`config.mk`:
```
export PLATFORM = sky130hd
export DESIGN_NAME = swrc_sleep_wake_reset_control
export DESIGN_NICKNAME = d
export VERILOG_FILES = /design/src/hw/swrc_pkg.sv /design/src/hw/swrc_sleep_wake_reset_control.sv /design/src/hw/swrc_glitch_filter.sv /design/src/hw/swrc_startup_timer.sv
export SDC_FILE = /design/constraint.sdc
export NUM_CORES = 1
export LEC_CHECK = 0
export ABC_AREA = 1
export BUFFER_PORTS_ARGS = -buffer_cell sky130_fd_sc_hd__buf_4
export CORE_MARGIN = 2
export CORE_UTILIZATION = 58
export DETAILED_ROUTE_END_ITERATION = 8
export MAX_ROUTING_LAYER = met4
export PLACE_DENSITY = 0.9
export SLEW_MARGIN = 10
export SYNTH_ARGS = -nofsm -noshare
export SYNTH_HDL_FRONTEND = slang
export SYNTH_SLANG_ARGS = --single-unit
```
`constraint.sdc`:
```
create_clock -name clk_sys -period 3.3 [get_ports clk_sys]
set_clock_uncertainty 0.1 [all_clocks]
set_input_delay 0.495 -clock clk_sys [delete_from_list [all_inputs] [get_ports clk_sys]]
set_output_delay 0.495 -clock clk_sys [all_outputs]
set_load 0.02 [all_outputs]
```
`src/hw/swrc_pkg.sv`:
```
package swrc_pkg;
  // ==========================================================
  // clock and timing
  localparam int CLK_MHZ = 100;
  localparam int CLK_NS = 10;
  localparam int STARTUP_LONG_US = 18000;
  localparam int STARTUP_SHORT_US = 1000;
  localparam int STARTUP_LONG_CYC = STARTUP_LONG_US * CLK_MHZ;
  localparam int STARTUP_SHORT_CYC = STARTUP_SHORT_US * CLK_MHZ;
  localparam int FILTER_NS = 200;
  localparam int FILTER_CYC = (FILTER_NS + CLK_NS - 1) / CLK_NS;
  // ==========================================================
  // register map
  localparam logic [7:0] OFS_CTRL = 8'h00;
  localparam logic [7:0] OFS_STAT = 8'h04;
  localparam logic [7:0] OFS_IRQ_STAT = 8'h08;
  localparam logic [7:0] OFS_IRQ_MASK = 8'h0C;
  localparam logic [7:0] OFS_UNLOCK = 8'h10;
  localparam int CTRL_WAKE_EN = 0;
  localparam int CTRL_BOR_EN_N = 1;
  localparam int CTRL_LOW_VSLEEP = 2;
  localparam int CTRL_BOR_LEVEL = 3;
  localparam int CTRL_SOFT_WD = 4;
  localparam logic [4:0] CTRL_RESET = 5'h02;
  localparam logic [7:0] UNLOCK_KEY = 8'h5A;
  localparam int STAT_PCW_FLAG = 0;
  localparam int STAT_SLEEP = 1;
  localparam int STAT_WD_EN = 2;
  localparam int STAT_CORE_RST = 3;
  localparam int STAT_STARTUP = 4;
  localparam int IRQ_PIN_WAKE = 0;
  localparam int IRQ_BROWNOUT = 1;
  localparam int IRQ_MASTER_CLEAR_PIN = 2;
  localparam int IRQ_WD_WAKE = 3;
  localparam int IRQ_W = 4;
  localparam logic [IRQ_W-1:0] IRQ_RESET = 4'h0;
  // ==========================================================
  // configuration word and pins
  localparam int CFG_W = 12;
  localparam int CFG_OSC_LO = 0;
  localparam int CFG_OSC_HI = 1;
  localparam int CFG_WD_FUSE = 2;
  localparam int WAKE_W = 5;
  localparam logic [WAKE_W:0] PIN_RESET = 6'h20;

  typedef enum logic [1:0] {ST_STARTUP, ST_RUN, ST_SLEEP, ST_HOLD} swrc_state_t;

  function automatic logic [31:0] swrc_zext(input logic [7:0] b);
    return {24'h000000, b};
  endfunction : swrc_zext
endpackage : swrc_pkg

```
`src/hw/swrc_sleep_wake_reset_control.sv`:
```
`timescale 1ns/1ps
module swrc_sleep_wake_reset_control
  import swrc_pkg::*;
#(
  parameter int LONG_CYC = swrc_pkg::STARTUP_LONG_CYC,
  parameter int SHORT_CYC = swrc_pkg::STARTUP_SHORT_CYC,
  parameter int FILT_CYC = swrc_pkg::FILTER_CYC
) (
  input wire logic clk_sys,
  input wire logic reset,
  input wire logic psel,
  input wire logic penable,
  input wire logic pwrite,
  input wire logic [7:0] paddr,
  input wire logic [31:0] pwdata,
  output logic [31:0] prdata,
  output logic pready,
  output logic pslverr,
  input wire logic [swrc_pkg::CFG_W-1:0] configWord,
  input wire logic sleepReq,
  input wire logic [3:0] highVoltagePortLow,
  input wire logic highVoltagePort7,
  input wire logic masterClearPinN,
  input wire logic brownoutDet,
  input wire logic watchdogWake,
  output logic coreReset,
  output logic sleeping,
  output logic watchdogEnable,
  output logic fuseSenseEnable,
  output logic lowCoreVoltage,
  output logic brownoutLevel,
  output logic brownoutMonitorEn,
  output logic irq
);
  import swrc_pkg::*;

  if (FILT_CYC < 1) begin : g_bad_filt
    $error("filter count must be at least 1");
  end

  // ==========================================================
  // input filtering
  logic [WAKE_W:0] pinFlt;
  logic [WAKE_W-1:0] wakeLvl;
  logic mclrAsserted;

  swrc_glitch_filter #(
    .WIDTH(WAKE_W + 1),
    .CYCLES(FILT_CYC),
    .RESET_VAL(PIN_RESET)
  ) u_filter (
    .clk_sys(clk_sys),
    .reset(reset),
    .rawIn({masterClearPinN, highVoltagePort7, highVoltagePortLow}),
    .filtered(pinFlt)
  );

  assign wakeLvl = pinFlt[WAKE_W-1:0];
  assign mclrAsserted = !pinFlt[WAKE_W];

  // ==========================================================
  // registers and sequencing state
  swrc_state_t state;
  logic [4:0] ctrl;
  logic [IRQ_W-1:0] irqStat;
  logic [IRQ_W-1:0] irqMask;
  logic unlockArmed;
  logic pcwFlag;
  logic [WAKE_W-1:0] wakeLatch;
  logic wdLatch;
  logic tmrStart;
  logic tmrBusy;
  logic tmrDone;

  logic brownoutActive;
  logic holdReq;
  logic sleepEntry;
  logic pinWake;
  logic wdWake;
  logic shortMode;
  logic wdLive;

  // detector output is ignored until software arms it
  assign brownoutActive = !ctrl[CTRL_BOR_EN_N] && brownoutDet;
  assign holdReq = mclrAsserted || brownoutActive;
  assign sleepEntry = state == ST_RUN && sleepReq && !holdReq;
  // awake, the pins never reach the compare
  assign pinWake = state == ST_SLEEP && ctrl[CTRL_WAKE_EN]
                   && wakeLvl != wakeLatch && !holdReq;
  assign wdWake = state == ST_SLEEP && watchdogWake && wdLatch && !holdReq;
  assign shortMode = configWord[CFG_OSC_HI] && configWord[CFG_OSC_LO];
  assign wdLive = configWord[CFG_WD_FUSE] || ctrl[CTRL_SOFT_WD];

  swrc_startup_timer #(
    .LONG_CYC(LONG_CYC),
    .SHORT_CYC(SHORT_CYC)
  ) u_timer (
    .clk_sys(clk_sys),
    .reset(reset),
    .start(tmrStart),
    .shortMode(shortMode),
    .busy(tmrBusy),
    .done(tmrDone)
  );

  // ==========================================================
  // sequencer: hold wins over every other transition
  always_ff @(posedge clk_sys) begin
    if (reset) begin
      state <= ST_STARTUP;
      coreReset <= 1'b1;
      sleeping <= 1'b0;
      tmrStart <= 1'b1;
    end else begin
      tmrStart <= 1'b0;
      if (holdReq) begin
        state <= ST_HOLD;
        coreReset <= 1'b1;
        sleeping <= 1'b0;
      end else begin
        case (state)
          ST_HOLD: begin
            state <= ST_STARTUP;
            tmrStart <= 1'b1;
          end
          ST_STARTUP: begin
            if (tmrDone) begin
              state <= ST_RUN;
              coreReset <= 1'b0;
            end
          end
          ST_RUN: begin
            if (sleepReq) begin
              state <= ST_SLEEP;
              sleeping <= 1'b1;
            end
          end
          ST_SLEEP: begin
            if (pinWake || wdWake) begin
              state <= ST_STARTUP;
              coreReset <= 1'b1;
              sleeping <= 1'b0;
              tmrStart <= 1'b1;
            end
          end
          default: state <= ST_STARTUP;
        endcase
      end
    end
  end

  // ==========================================================
  // sleep-entry latches
  always_ff @(posedge clk_sys) begin
    if (reset) begin
      wakeLatch <= '0;
      wdLatch <= 1'b0;
    end else if (sleepEntry) begin
      wakeLatch <= wakeLvl;
      wdLatch <= wdLive;
    end
  end

  // wake cause flag: cleared by a pin wake, set by a hold-type reset
  always_ff @(posedge clk_sys) begin
    if (reset) begin
      pcwFlag <= 1'b1;
    end else if (holdReq) begin
      pcwFlag <= 1'b1;
    end else if (pinWake) begin
      pcwFlag <= 1'b0;
    end
  end

  // ==========================================================
  // pin-facing outputs
  always_ff @(posedge clk_sys) begin
    if (reset) begin
      watchdogEnable <= 1'b0;
      fuseSenseEnable <= 1'b1;
      lowCoreVoltage <= 1'b0;
      brownoutLevel <= 1'b0;
      brownoutMonitorEn <= 1'b0;
    end else begin
      // fuse is not sensed in sleep, the latched copy rules instead
      watchdogEnable <= sleeping ? wdLatch : wdLive;
      fuseSenseEnable <= !sleeping;
      lowCoreVoltage <= sleeping && ctrl[CTRL_LOW_VSLEEP];
      brownoutLevel <= ctrl[CTRL_BOR_LEVEL];
      brownoutMonitorEn <= !ctrl[CTRL_BOR_EN_N];
    end
  end

  // ==========================================================
  // apb slave: one wait state, write lands on the pready edge
  logic apbDone;
  logic apbWr;
  logic [31:0] rdMux;
  logic mapped;
  logic [IRQ_W-1:0] irqEvent;
  logic [7:0] statByte;

  assign apbDone = psel && penable && pready;
  assign apbWr = apbDone && pwrite && !pslverr;
  assign statByte = {3'h0, tmrBusy, coreReset, watchdogEnable, sleeping, pcwFlag};

  always_comb begin
    mapped = 1'b1;
    case (paddr)
      OFS_CTRL: rdMux = swrc_zext({3'h0, ctrl});
      OFS_STAT: rdMux = swrc_zext(statByte);
      OFS_IRQ_STAT: rdMux = swrc_zext({4'h0, irqStat});
      OFS_IRQ_MASK: rdMux = swrc_zext({4'h0, irqMask});
      OFS_UNLOCK: rdMux = swrc_zext({7'h00, unlockArmed});
      default: begin
        rdMux = 32'h00000000;
        mapped = 1'b0;
      end
    endcase
  end

  always_ff @(posedge clk_sys) begin
    if (reset) begin
      pready <= 1'b0;
      pslverr <= 1'b0;
      prdata <= 32'h00000000;
    end else begin
      pready <= psel && penable && !pready;
      pslverr <= psel && penable && !pready && !mapped;
      if (psel && penable && !pready && !pwrite) begin
        prdata <= rdMux;
      end
    end
  end

  // control register with interlocked trip level
  always_ff @(posedge clk_sys) begin
    if (reset) begin
      ctrl <= CTRL_RESET;
      unlockArmed <= 1'b0;
    end else if (apbWr && paddr == OFS_UNLOCK) begin
      unlockArmed <= pwdata[7:0] == UNLOCK_KEY;
    end else if (apbWr && paddr == OFS_CTRL) begin
      ctrl[CTRL_WAKE_EN] <= pwdata[CTRL_WAKE_EN];
      ctrl[CTRL_BOR_EN_N] <= pwdata[CTRL_BOR_EN_N];
      ctrl[CTRL_LOW_VSLEEP] <= pwdata[CTRL_LOW_VSLEEP];
      ctrl[CTRL_SOFT_WD] <= pwdata[CTRL_SOFT_WD];
      // level moves only with key armed and the detector off, so a live
      // monitor never sees its threshold jump
      if (unlockArmed && ctrl[CTRL_BOR_EN_N]) begin
        ctrl[CTRL_BOR_LEVEL] <= pwdata[CTRL_BOR_LEVEL];
      end
      unlockArmed <= 1'b0;
    end
  end

  // ==========================================================
  // interrupts: sticky, write one to clear, a new event wins
  always_comb begin
    irqEvent = '0;
    irqEvent[IRQ_PIN_WAKE] = pinWake;
    irqEvent[IRQ_BROWNOUT] = brownoutActive && state != ST_HOLD;
    irqEvent[IRQ_MASTER_CLEAR_PIN] = mclrAsserted && state != ST_HOLD;
    irqEvent[IRQ_WD_WAKE] = wdWake;
  end

  always_ff @(posedge clk_sys) begin
    if (reset) begin
      irqStat <= IRQ_RESET;
      irqMask <= IRQ_RESET;
      irq <= 1'b0;
    end else begin
      if (apbWr && paddr == OFS_IRQ_STAT) begin
        irqStat <= (irqStat & ~pwdata[IRQ_W-1:0]) | irqEvent;
      end else begin
        irqStat <= irqStat | irqEvent;
      end
      if (apbWr && paddr == OFS_IRQ_MASK) begin
        irqMask <= pwdata[IRQ_W-1:0];
      end
      irq <= |(irqStat & irqMask);
    end
  end

  // ==========================================================
  // checks
  property p_wake_latch;
    @(posedge clk_sys) disable iff (reset)
      sleepEntry |=> wakeLatch == $past(wakeLvl) && state == ST_SLEEP;
  endproperty
  a_wake_latch: assert property (p_wake_latch) else $error("wake levels not latched");

  property p_pin_wake;
    @(posedge clk_sys) disable iff (reset)
      pinWake |=> coreReset && state == ST_STARTUP && tmrStart ##1 tmrBusy;
  endproperty
  a_pin_wake: assert property (p_pin_wake) else $error("pin wake missed warm reset");

  property p_flag_clear;
    @(posedge clk_sys) disable iff (reset)
      pinWake |=> !pcwFlag && irqStat[IRQ_PIN_WAKE];
  endproperty
  a_flag_clear: assert property (p_flag_clear) else $error("wake flag not cleared");

  property p_no_false_wake;
    @(posedge clk_sys) disable iff (reset)
      state == ST_SLEEP && wakeLvl == wakeLatch && !watchdogWake && !holdReq
      |=> state == ST_SLEEP && sleeping;
  endproperty
  a_no_false_wake: assert property (p_no_false_wake) else $error("wake without change");

  property p_wake_disabled;
    @(posedge clk_sys) disable iff (reset)
      state == ST_SLEEP && !ctrl[CTRL_WAKE_EN] && !watchdogWake && !holdReq
      |=> state == ST_SLEEP;
  endproperty
  a_wake_disabled: assert property (p_wake_disabled) else $error("wake while disabled");

  property p_port7_wake;
    @(posedge clk_sys) disable iff (reset)
      state == ST_SLEEP && ctrl[CTRL_WAKE_EN] && wakeLvl[WAKE_W-1] != wakeLatch[WAKE_W-1]
      && !holdReq |=> !pcwFlag && coreReset;
  endproperty
  a_port7_wake: assert property (p_port7_wake) else $error("bit 7 wake lost");

  property p_bor_hold;
    @(posedge clk_sys) disable iff (reset)
      brownoutActive ##1 brownoutActive |-> coreReset && state == ST_HOLD && !sleeping;
  endproperty
  a_bor_hold: assert property (p_bor_hold) else $error("core ran in brown-out");

  property p_level_lock;
    @(posedge clk_sys) disable iff (reset)
      !ctrl[CTRL_BOR_EN_N] |=> $stable(ctrl[CTRL_BOR_LEVEL]);
  endproperty
  a_level_lock: assert property (p_level_lock) else $error("level moved while armed");

  property p_wd_sleep;
    @(posedge clk_sys) disable iff (reset)
      sleeping ##1 sleeping |-> watchdogEnable == wdLatch && !fuseSenseEnable;
  endproperty
  a_wd_sleep: assert property (p_wd_sleep) else $error("watchdog not frozen in sleep");

  property p_wd_awake;
    @(posedge clk_sys) disable iff (reset)
      !sleeping ##1 !sleeping |-> watchdogEnable == $past(wdLive);
  endproperty
  a_wd_awake: assert property (p_wd_awake) else $error("watchdog enable wrong");

  property p_lowv;
    @(posedge clk_sys) disable iff (reset)
      lowCoreVoltage |-> $past(sleeping) && $past(ctrl[CTRL_LOW_VSLEEP]);
  endproperty
  a_lowv: assert property (p_lowv) else $error("low voltage outside sleep");

  property p_awake_ignore;
    @(posedge clk_sys) disable iff (reset)
      state == ST_RUN && !sleepReq && !holdReq |=> state == ST_RUN && !coreReset;
  endproperty
  a_awake_ignore: assert property (p_awake_ignore) else $error("pins acted while awake");
endmodule : swrc_sleep_wake_reset_control

```
`src/hw/swrc_glitch_filter.sv`:
```
`timescale 1ns/1ps
module swrc_glitch_filter #(
  parameter int WIDTH = 6,
  parameter int CYCLES = 20,
  parameter logic [WIDTH-1:0] RESET_VAL = '0
) (
  input wire logic clk_sys,
  input wire logic reset,
  input wire logic [WIDTH-1:0] rawIn,
  output logic [WIDTH-1:0] filtered
);
  localparam int CW = $clog2(CYCLES + 1);
  localparam logic [CW-1:0] LAST = CW'(CYCLES - 1);

  if (CYCLES < 1 || WIDTH < 1) begin : g_bad_cfg
    $error("glitch filter needs CYCLES and WIDTH of at least 1");
  end

  // a level moves only after it differs for CYCLES cycles in a row
  for (genvar i = 0; i < WIDTH; i++) begin : g_bit
    logic [CW-1:0] cnt;
    always_ff @(posedge clk_sys) begin
      if (reset) begin
        cnt <= '0;
        filtered[i] <= RESET_VAL[i];
      end else if (rawIn[i] == filtered[i]) begin
        cnt <= '0;
      end else if (cnt == LAST) begin
        cnt <= '0;
        filtered[i] <= rawIn[i];
      end else begin
        cnt <= cnt + 1'b1;
      end
    end
  end
endmodule : swrc_glitch_filter

```
`src/hw/swrc_startup_timer.sv`:
```
`timescale 1ns/1ps
module swrc_startup_timer #(
  parameter int LONG_CYC = 1800000,
  parameter int SHORT_CYC = 100000
) (
  input wire logic clk_sys,
  input wire logic reset,
  input wire logic start,
  input wire logic shortMode,
  output logic busy,
  output logic done
);
  localparam int CW = $clog2(LONG_CYC + 1);
  logic [CW-1:0] cnt;

  if (SHORT_CYC < 1 || SHORT_CYC > LONG_CYC) begin : g_bad_cfg
    $error("start-up counts out of range");
  end

  always_ff @(posedge clk_sys) begin
    if (reset) begin
      cnt <= '0;
      busy <= 1'b0;
      done <= 1'b0;
    end else begin
      done <= 1'b0;
      if (start) begin
        busy <= 1'b1;
        cnt <= shortMode ? CW'(SHORT_CYC - 1) : CW'(LONG_CYC - 1);
      end else if (busy) begin
        if (cnt == '0) begin
          busy <= 1'b0;
          done <= 1'b1;
        end else begin
          cnt <= cnt - 1'b1;
        end
      end
    end
  end

  property p_short_load;
    @(posedge clk_sys) disable iff (reset)
      start && shortMode |=> busy && cnt == CW'(SHORT_CYC - 1);
  endproperty
  a_short_load: assert property (p_short_load) else $error("short wait not loaded");

  property p_long_load;
    @(posedge clk_sys) disable iff (reset)
      start && !shortMode |=> busy && cnt == CW'(LONG_CYC - 1);
  endproperty
  a_long_load: assert property (p_long_load) else $error("long wait not loaded");
endmodule : swrc_startup_timer

```
==> reports/metrics.csv, run 1 <==
metric,value,unit
via_count,4346,
crit_type,input port to register,
reg2reg_from,u_timer.cnt[0],
ys_seq_area_share,41.04,%
p_switching,0.6599,mW
reg2regPathDepth,11,
port-buffer-count,47,
pwr-share-seq,55.0,%
pre_cts_ws,1.005,ns
rsz0062_at_grt,no,
finalInstanceArea,5285,sq um
antenna_cells,0,
io_pins,108,
ys.flop_type,dfxtp_1,
coreArea,8093,sq um
period_needed,1.991,ns
cellLeakagePower,2.321,nW
grt_start_max_net_pins,32,
tns,0,ns
cts_resized,0,
p_sw_share,28.98,%
reg2reg_slack,1.34,ns
dieArea,8985,sq um
nets,783,
globalplace.congestion,0.9231,
slew_viol_final,0,
synth_edf_count,0,
grt.total_usage,25.62,%
syn_area,4781,sq um
ir_drop,0.0002619,V
required,3.45,ns
cp_max_fo,14,
num_rows,33,
place_area,5109,sq um
synthArstFlopShare,0,%
relSlewSlack,58.26,%
syn_inst,664,
status,"finished, final reports clean",
combPwrFrac,13.5,%
ant_nets,0,
post_cts_buffers,0,
synth.area.top_cells,"dfxtp_1, nand2_1, nor2_1",
ys_warn_count,0,
p_clk_share,31.5,%
hp-start,masterClearPinN,
ctsHoldBuffers,0,
min_path_cells,3,
clockBufferDepth,2,
overflow,0,
dpl.hpwl,7.723,mm
start_kind,input port,
worstPathCellList,"buf_4, nor2_1, nand2_1, nor2_2, nand2_1, nor2_2, inv_1, o21ai_0, a21oi_1",
maxCapViolations,0,
holdWs,0.2741,ns
fin_total_pwr,2.277,mW
synth_largest_area_cell,dfxtp_1,
min_path_type,input port to register,
drive_above_1_share,12.62,%
dp.cells,803,
grt_pass1_wl,17.81,mm
start_util,59.08,%
syn_to_final_growth,10.55,%
h-tree-depth,3,
final_cell_mix,"nand2_1, nor2_1, dfxtp_1",
fin_cells,818,
internal-power,1.617,mW
grt_pass1_vias,4203,
p_per_area,430.8,nW/um^2
cts.sinks,98,
cpPeakStageDelay,0.40,ns
fin_crit_sh,60.34,%
setup_violations,0,
worst_pin_slew,0.6238,ns
worstHoldEndpoint,u_filter.filtered[5],
fp.dieH,94.79,um
worst_ep_arrival_time,2.14,ns
clock_latency,0.36,ns
final_util,65.31,%
drt_wl_total,10.65,mm
antenna_found_initial,0,
drc,0,
tritoncts,built,
max_freq,502.2,MHz
ys_types,42,
cts_buffers,9,
cp-end-kind,register,
hold_viol,0,
r2r-end,u_timer.cnt[19],
cts_root_buffer,clkbuf_8,
drtIter0Drc,263,
slowest_stage,nor2_2,
drt_first_pass_iters,5,
setup_slack,1.309,ns
synth.avg_cell_area,7.200,sq um
wl_per_cell,13.01,um
netlist.area_leader.share,41.04,%
ys_seq_elements,98,
final_common_cell,nand2_1,
via_per_inst,5.313,
clk_pin_slew,0.09,ns
chipWidth,94.79,um
## metal layers
metal  wire (um)  share of wire [%]  track usage (%)
met1        4375                 41            29.24
met2        5339                 50            43.56
met3         711                6.7            4.709
met4         218                2.0            11.84
met5           0                  0                -
## synthesized netlist by cell type, types with 2 or more instances
cell type and n:
nand2_1 128, buf_4 27, inv_1 65, o21ai_1 2, nor4_1 3, o21ai_0 37
nor3b_1 2, nor3_1 7, nor2_1 102, nand2_2 2, nand2_4 2, buf_2 2
nand3_1 52, a31oi_1 2, xor2_1 23, xnor2_1 6, nand4_1 10, clkbuf_1 9
or2_2 5, dfxtp_1 98, nor2_2 8, ha_1 8, o211ai_1 3, a21oi_1 39
a21oi_2 4, nand3b_1 2
## sequential cells by signal, indices dropped and copies added, names as in the netlist, 4 cells and up
name / cells
u_filter.g_bit.cnt: 30
u_timer.cnt: 21
u_filter.filtered: 6
ctrl: 5
prdata: 5
wakeLatch: 5
irqMask: 4
irqStat: 4
## power by group through the flow
stage	Combinational (mW)	Sequential (mW)	Clock, mW
detailed placement	0.301	1.28	0
finish	0.308	1.25	0.716
floorplan	0.246	1.27	0
CTS	0.304	1.25	0.717
global placement	0.288	1.28	0
global route	0.348	1.26	0.758
## worst max-delay path: cells and delay by family
kind / cells / cell delay (ns)
simple gates: 5 / 1.16
buf+inv: 2 / 0.25
compound gates: 2 / 0.24
## layout make-up
type / count / area (sq um)
fill: 691 / 2808
multi-input combinational: 485 / 2402
sequential: 98 / 1962
timing repair buffer: 48 / 360.3
inverter: 67 / 252.7
clock buffer: 10 / 137.6
tap: 105 / 131.4
clock inverter: 5 / 38.79
## worst max-delay path by stage
stage            endpoint  cells past startpoint  startpoint
2_1_floorplan  irqStat[2]                      8    paddr[1]
3_3_place_gp      ctrl[2]                      9    paddr[5]
3_5_place_dp      ctrl[4]                      9    paddr[5]
4_1_cts           ctrl[4]                      9    paddr[5]
5_1_grt           ctrl[2]                      9    paddr[5]
6_report          ctrl[4]                      9    paddr[5]
## cell families after synthesis
kind of cell / after synthesis / synth area share [%]
simple gates: 328 / 30.07
buf+inv: 107 / 10.76
flops: 98 / 41.04
compound gates: 93 / 10.65
xor+xnor: 29 / 5.313
fa+ha+maj: 8 / 2.094
other cells: 1 / 0.07844
(Power assumes the default switching activity.)
==> run 2: changes to the inputs <==
CORE_UTILIZATION = 49   (was 58)
PLACE_DENSITY = 0.81   (was 0.9)
clock period = 1.8 ns   (was 3.3 ns; I/O delays follow)
==> run 2 against run 1 <==
  * Combinational power grew 98%
  * Via count shrank 1.4%
  * Global-route usage shrank 4.2 points
  * Clock power grew 98%
  * Sequential power grew 84%
  * Highest routed layer unchanged
  * Sequential share of layout area shrank 1.5 points
  * Worst setup slack lost 1.2 ns
==> reports/metrics.csv, run 2 (synthesized netlist as in run 1, its figures left out) <==
metric,value,unit,change
final_common_cell,nand2_1,,
crit_type,register to register,,
drc,0,,unchanged
multiInputGateArea,2445,sq um,+1.8%
final_cell_mix,"nand2_1, nor2_1, dfxtp_1",,
cpPeakStageDelay,0.35,ns,-0.05 ns
pre_cts_ws,0.07809,ns,-0.9272 ns
ant_nets,0,,unchanged
fp.dieH,102.8,um,+8.4%
port-buffer-count,47,,unchanged
setup_violations,0,,unchanged
cp_max_fo,9,,-5
h-tree-depth,3,,unchanged
drt_first_pass_iters,5,,unchanged
grt.total_usage,21.38,%,-4.2 points
coreArea,9639,sq um,+19%
min_path_type,input port to register,,
worstPathCellList,"nor2_2, nand2_2, nor2_4, nand3_4, nand2_4, nand2_4, buf_4, nand3_2, nand2_1, nand2_1, nor2_1",,
cts_root_buffer,clkbuf_8,,
start_util,49.60,%,-9.5 points
clock_latency,0.37,ns,about the same
dp.cells,846,,+5.4%
maxCapViolations,0,,unchanged
dpl.hpwl,7.879,mm,+2.0%
fin_crit_sh,93.17,%,
slew_viol_final,0,,unchanged
nets,799,,+2.0%
ff_latch_area,1966,sq um,+0.19%
critPathTopFamily,simple AND/OR/NAND/NOR gates,,
io_pins,108,,unchanged
fillers,898,,+30%
min_path_cells,3,,unchanged
setup_slack,0.1229,ns,-1.186 ns
largest_reg_flops,30,,unchanged
worst_ep_arrival_time,1.85,ns,-0.29 ns
clk_pin_slew,0.11,ns,+0.02 ns
syn_to_final_growth,15.57,%,
cp-end-kind,register,,
final_util,57.32,%,-8.0 points
dieArea,10560,sq um,+18%
num_rows,36,,+9.1%
cts.sinks,98,,unchanged
antenna_found_initial,0,,unchanged
max_freq,596.3,MHz,
start_kind,register,,
worst-path-buf-inv,1,,-1
cellLeakagePower,2.426,nW,+4.5%
grt_pass1_wl,17.44,mm,-2.0%
cts_buffers,9,,unchanged
antenna_cells,0,,unchanged
drt_wl_total,10.39,mm,-2.4%
drtIter0Drc,193,,-27%
fin_cells,863,,+5.5%
drive_above_1_share,16.44,%,+3.8 points
slowest_stage,dfxtp_1,,
tns,0,ns,unchanged
ir_drop,0.0005171,V,+97%
largest_register,u_filter.g_bit.cnt,,
status,"finished, final reports clean",,
hold_viol,0,,unchanged
globalplace.congestion,0.9610,,+4.1%
reg2regPathDepth,11,,unchanged
clockBufferDepth,2,,unchanged
grt_pass1_vias,4026,,-4.2%
period_needed,1.677,ns,
tritoncts,built,,
chipWidth,102.8,um,+8.4%
reg_top3,"u_filter.g_bit.cnt x30, u_timer.cnt x21, u_filter.filtered x6",,
required,1.98,ns,-1.47 ns
cp.depth,11,,+2
rsz0062_at_grt,no,,
p_per_area,783.9,nW/um^2,+82%
grt_start_max_net_pins,29,,-9.4%
via_count,4283,,-1.4%
wl_per_cell,12.04,um,-7.5%
overflow,0,,unchanged
place_area,5269,sq um,+3.1%
finalInstanceArea,5525,sq um,+4.5%
via_per_inst,4.963,,-6.6%
-- run 2: cell types whose count changed in the layout (fill, tap and decap cells not counted), moves of 2 or more --
cell | before | now
buf_4 | 48 | 62
dfxtp_1 | 98 | 95
dfxtp_2 | 0 | 3
inv_1 | 65 | 62
inv_2 | 1 | 4
inv_8 | 0 | 3
nor2_1 | 102 | 96
nor2_2 | 8 | 10
nor2_4 | 1 | 5
-- run 2: layout make-up --
type,count,area share [%]
Timing Repair Buffer,64,8.967
Tap cell,133,3.012
Clock inverter,7,1.381
Sequential cell,98,35.58
Clock buffer,9,2.242
Inverter,67,4.574
Multi-Input combinational cell,485,44.25
-- run 2: layer usage --
metal	vias up	global-route usage [%]	wire, um
li1	2203	-	-
met4	0	6.883	131
met1	1958	25.16	4445
met3	11	4.339	574
met2	111	36.70	5240
met5	-	-	0
-- run 2: repair_timing --
action                                  in CTS  in global routing
hold endpoints to repair                     2                  0
setup buffers                                0                  0
hold buffers                                 1                  0
endpoints found under the setup margin       0                 10
resized for setup                            0                 18
-- run 2: path summary, 6_finish.rpt --
kind,endpoint,slack [ns],start
hold / removal,u_filter.filtered[5],0.04,masterClearPinN
setup / recovery,u_timer.cnt[18],0.12,u_timer.cnt[7]
hold reg to reg,pcwFlag,0.36,pcwFlag
setup reg to reg,u_timer.cnt[18],0.12,u_timer.cnt[7]
-- run 2: power breakdown --
group | leakage [nW] | internal, mW | total, mW | switching (mW)
sequential | 0.798 | 2.23 | 2.30 | 0.0717
clock | 0.103 | 0.553 | 1.42 | 0.864
combinational | 1.53 | 0.230 | 0.611 | 0.381
total | 2.43 | 3.02 | 4.33 | 1.32
-- run 2: tightest hold or removal path: stages --
cell and delay, ns:
buf_4 0.09, nand2_1 0.05, o211ai_1 0.06
-- run 2: metrics by stage --
stage	total power [mW]	hold WS (ns)
2_1_floorplan	2.783	0.2803
3_3_place_gp	2.905	0.3270
3_5_place_dp	2.927	0.3363
4_1_cts	4.332	0.02129
5_1_grt	4.537	0.03648
6_report	4.331	0.03977
==> run 3: changes to the inputs <==
CORE_MARGIN = unset   (was 2)
REMOVE_ABC_BUFFERS = 1   (was unset)
==> run 3 against run 2 <==
  * Flip-flop and latch count is the same
  * Clock power is essentially flat
  * Hold slack gained 0.029 ns
  * Critical path type unchanged
  * Maximum frequency shrank 1.2%
  * Largest power group unchanged
  * First-iteration DRC count grew 9.8%
==> reports/metrics.csv, run 3 (synthesized netlist as in run 1, its figures left out) <==
metric,value,unit,change
min_path_cells,3,,unchanged
top_layer,met4,,
fin_crit_sh,94.31,%,+1.1 points
drtIter0Drc,212,,+9.8%
dieArea,10160,sq um,-3.9%
period_needed,1.698,ns,+0.02047 ns
reg2regPathDepth,9,,-2
chipWidth,100.8,um,-1.9%
antenna_found_initial,0,,unchanged
final_util,59.05,%,+1.7 points
grt.total_usage,22.40,%,+1.0 points
wl_met1,4.663,mm,+4.9%
required,1.95,ns,-0.03 ns
reg2reg_slack,0.10,ns,-0.02 ns
start_util,51.25,%,+1.7 points
drive_above_1_share,15.48,%,-0.96 points
h-tree-depth,3,,unchanged
hold_viol,0,,unchanged
num_rows,35,,-2.8%
cts.sinks,98,,unchanged
worst_ep_arrival_time,1.85,ns,about the same
ir_drop,0.0005476,V,+5.9%
dpl.hpwl,7.918,mm,+0.49%
antenna_cells,0,,unchanged
clk_pin_slew,0.10,ns,about the same
max_freq,589.1,MHz,-1.2%
min_path_type,input port to register,,
r2r-end,u_timer.cnt[12],,
globalplace.congestion,0.8727,,-9.2%
reg_top3,"u_filter.g_bit.cnt x30, u_timer.cnt x21, u_filter.filtered x6",,
drt_wl_total,10.53,mm,+1.3%
drt_first_pass_iters,4,,-1
grt_pass1_vias,4119,,+2.3%
ant_nets,0,,unchanged
crit_type,register to register,,
dr_wl_met3,530,um,-7.7%
via_per_inst,5.037,,+1.5%
fp.dieH,100.8,um,-1.9%
tns,0,ns,unchanged
overflow,0,,unchanged
p_per_area,791.0,nW/um^2,+0.90%
worstHoldEndpoint,ctrl[1],,
status,"finished, final reports clean",,
grt_pass1_wl,17.73,mm,+1.6%
wl_per_cell,12.25,um,+1.8%
nets,800,,+0.13%
maxCapViolations,0,,unchanged
largest_reg_flops,30,,unchanged
final_common_cell,nand2_1,,
fillers,848,,-5.6%
reg2reg_from,u_timer.cnt[4],,
drc,0,,unchanged
port-buffer-count,47,,unchanged
hp-start,pwdata[1],,
final_cell_mix,"nand2_1, nor2_1, dfxtp_1",,
cp-end-kind,register,,
tritoncts,built,,
largest_register,u_filter.g_bit.cnt,,
start_kind,register,,
clockBufferDepth,2,,unchanged
cts_root_buffer,clkbuf_8,,
met2_length,5.175,mm,-1.2%
grt_start_max_net_pins,31,,+6.9%
via_count,4327,,+1.0%
syn_to_final_growth,15.21,%,
rsz0062_at_grt,no,,
fin_total_pwr,4.357,mW,+0.59%
setup_violations,0,,unchanged
ctsHoldBuffers,0,,-1
coreArea,9328,sq um,-3.2%
slew_viol_final,0,,unchanged
clock_latency,0.36,ns,about the same
io_pins,108,,unchanged
cellLeakagePower,2.425,nW,about the same
cp_max_fo,17,,+8
cts_buffers,9,,unchanged
-- run 3: cell types whose count changed in the layout (fill, tap and decap cells not counted), moves of 2 or more --
cell / delta
clkinvlp_4: +2
clkinv_4: -2
dfxtp_1: +3
inv_8: -2
nor2_1: +4
nor2_4: -3
dfxtp_2: -3
-- run 3: area by class of cell --
class                   instances  area (sq um)  area share [%]
inverters                      67         254.0           4.612
clock buffers                   9         123.9           2.249
clock inverters                 6         73.82           1.340
well taps                     129         161.4           2.930
multi-input cells             485          2420           43.93
repair buffers                 65         513.0           9.314
flip-flops and latches         98          1962           35.62
-- run 3: repair_timing --
action | in CTS | in global routing
buffers inserted | 0 | 0
resized for setup | 0 | 9
endpoints found under the setup margin | 0 | 9
-- run 3: per-stage QoR --
stage	cell area (sq um)	hold slack [ns]	worst slack, ns	instances
after detailed placement	5291	0.3387	0.04161	844
final	5508	0.06907	0.1025	859
after floorplan	4617	0.2324	0.1649	650
after global placement	5291	0.3276	0.1243	844
after CTS	5489	0.05558	0.01590	859
after global routing	5508	0.05053	0.01218	859
-- run 3: power by group --
part	total, mW	internal [mW]	switching [mW]	leakage (nW)
registers	2.29	2.23	0.0639	0.797
logic	0.616	0.230	0.386	1.53
clock network	1.45	0.655	0.792	0.0942
total	4.36	3.11	1.24	2.43
-- run 3: how the worst max path moves through the flow --
stage	startpoint	end	slack [ns]	cells past startpoint
CTS	u_timer.cnt[0]	u_timer.cnt[16]	0.02	9
detailed placement	u_timer.cnt[0]	u_timer.cnt[16]	0.04	9
floorplan	paddr[5]	ctrl[3]	0.16	8
finish	u_timer.cnt[4]	u_timer.cnt[12]	0.10	9
global route	u_timer.cnt[0]	u_timer.cnt[18]	0.01	12
global placement	u_timer.cnt[0]	u_timer.cnt[16]	0.12	9
-- run 3: worst max-delay path: stages, from the launching register on --
cell and delay (ns):
dfxtp_1 0.37, nor2_2 0.19, nand2_2 0.13, nor2_2 0.14, nand3_4 0.11, nand2_4 0.10, nand2_4 0.07, buf_12 0.15
o21ai_0 0.18, a21oi_1 0.06
-- run 3: per-layer routing --
| metal | global-route usage [%] | vias up |
|---|---|---|
| met1 | 26.64 | 1986 |
| met5 | - | - |
| met4 | 6.800 | 0 |
| met2 | 38.46 | 122 |
| li1 | - | 2205 |
| met3 | 4.230 | 14 |
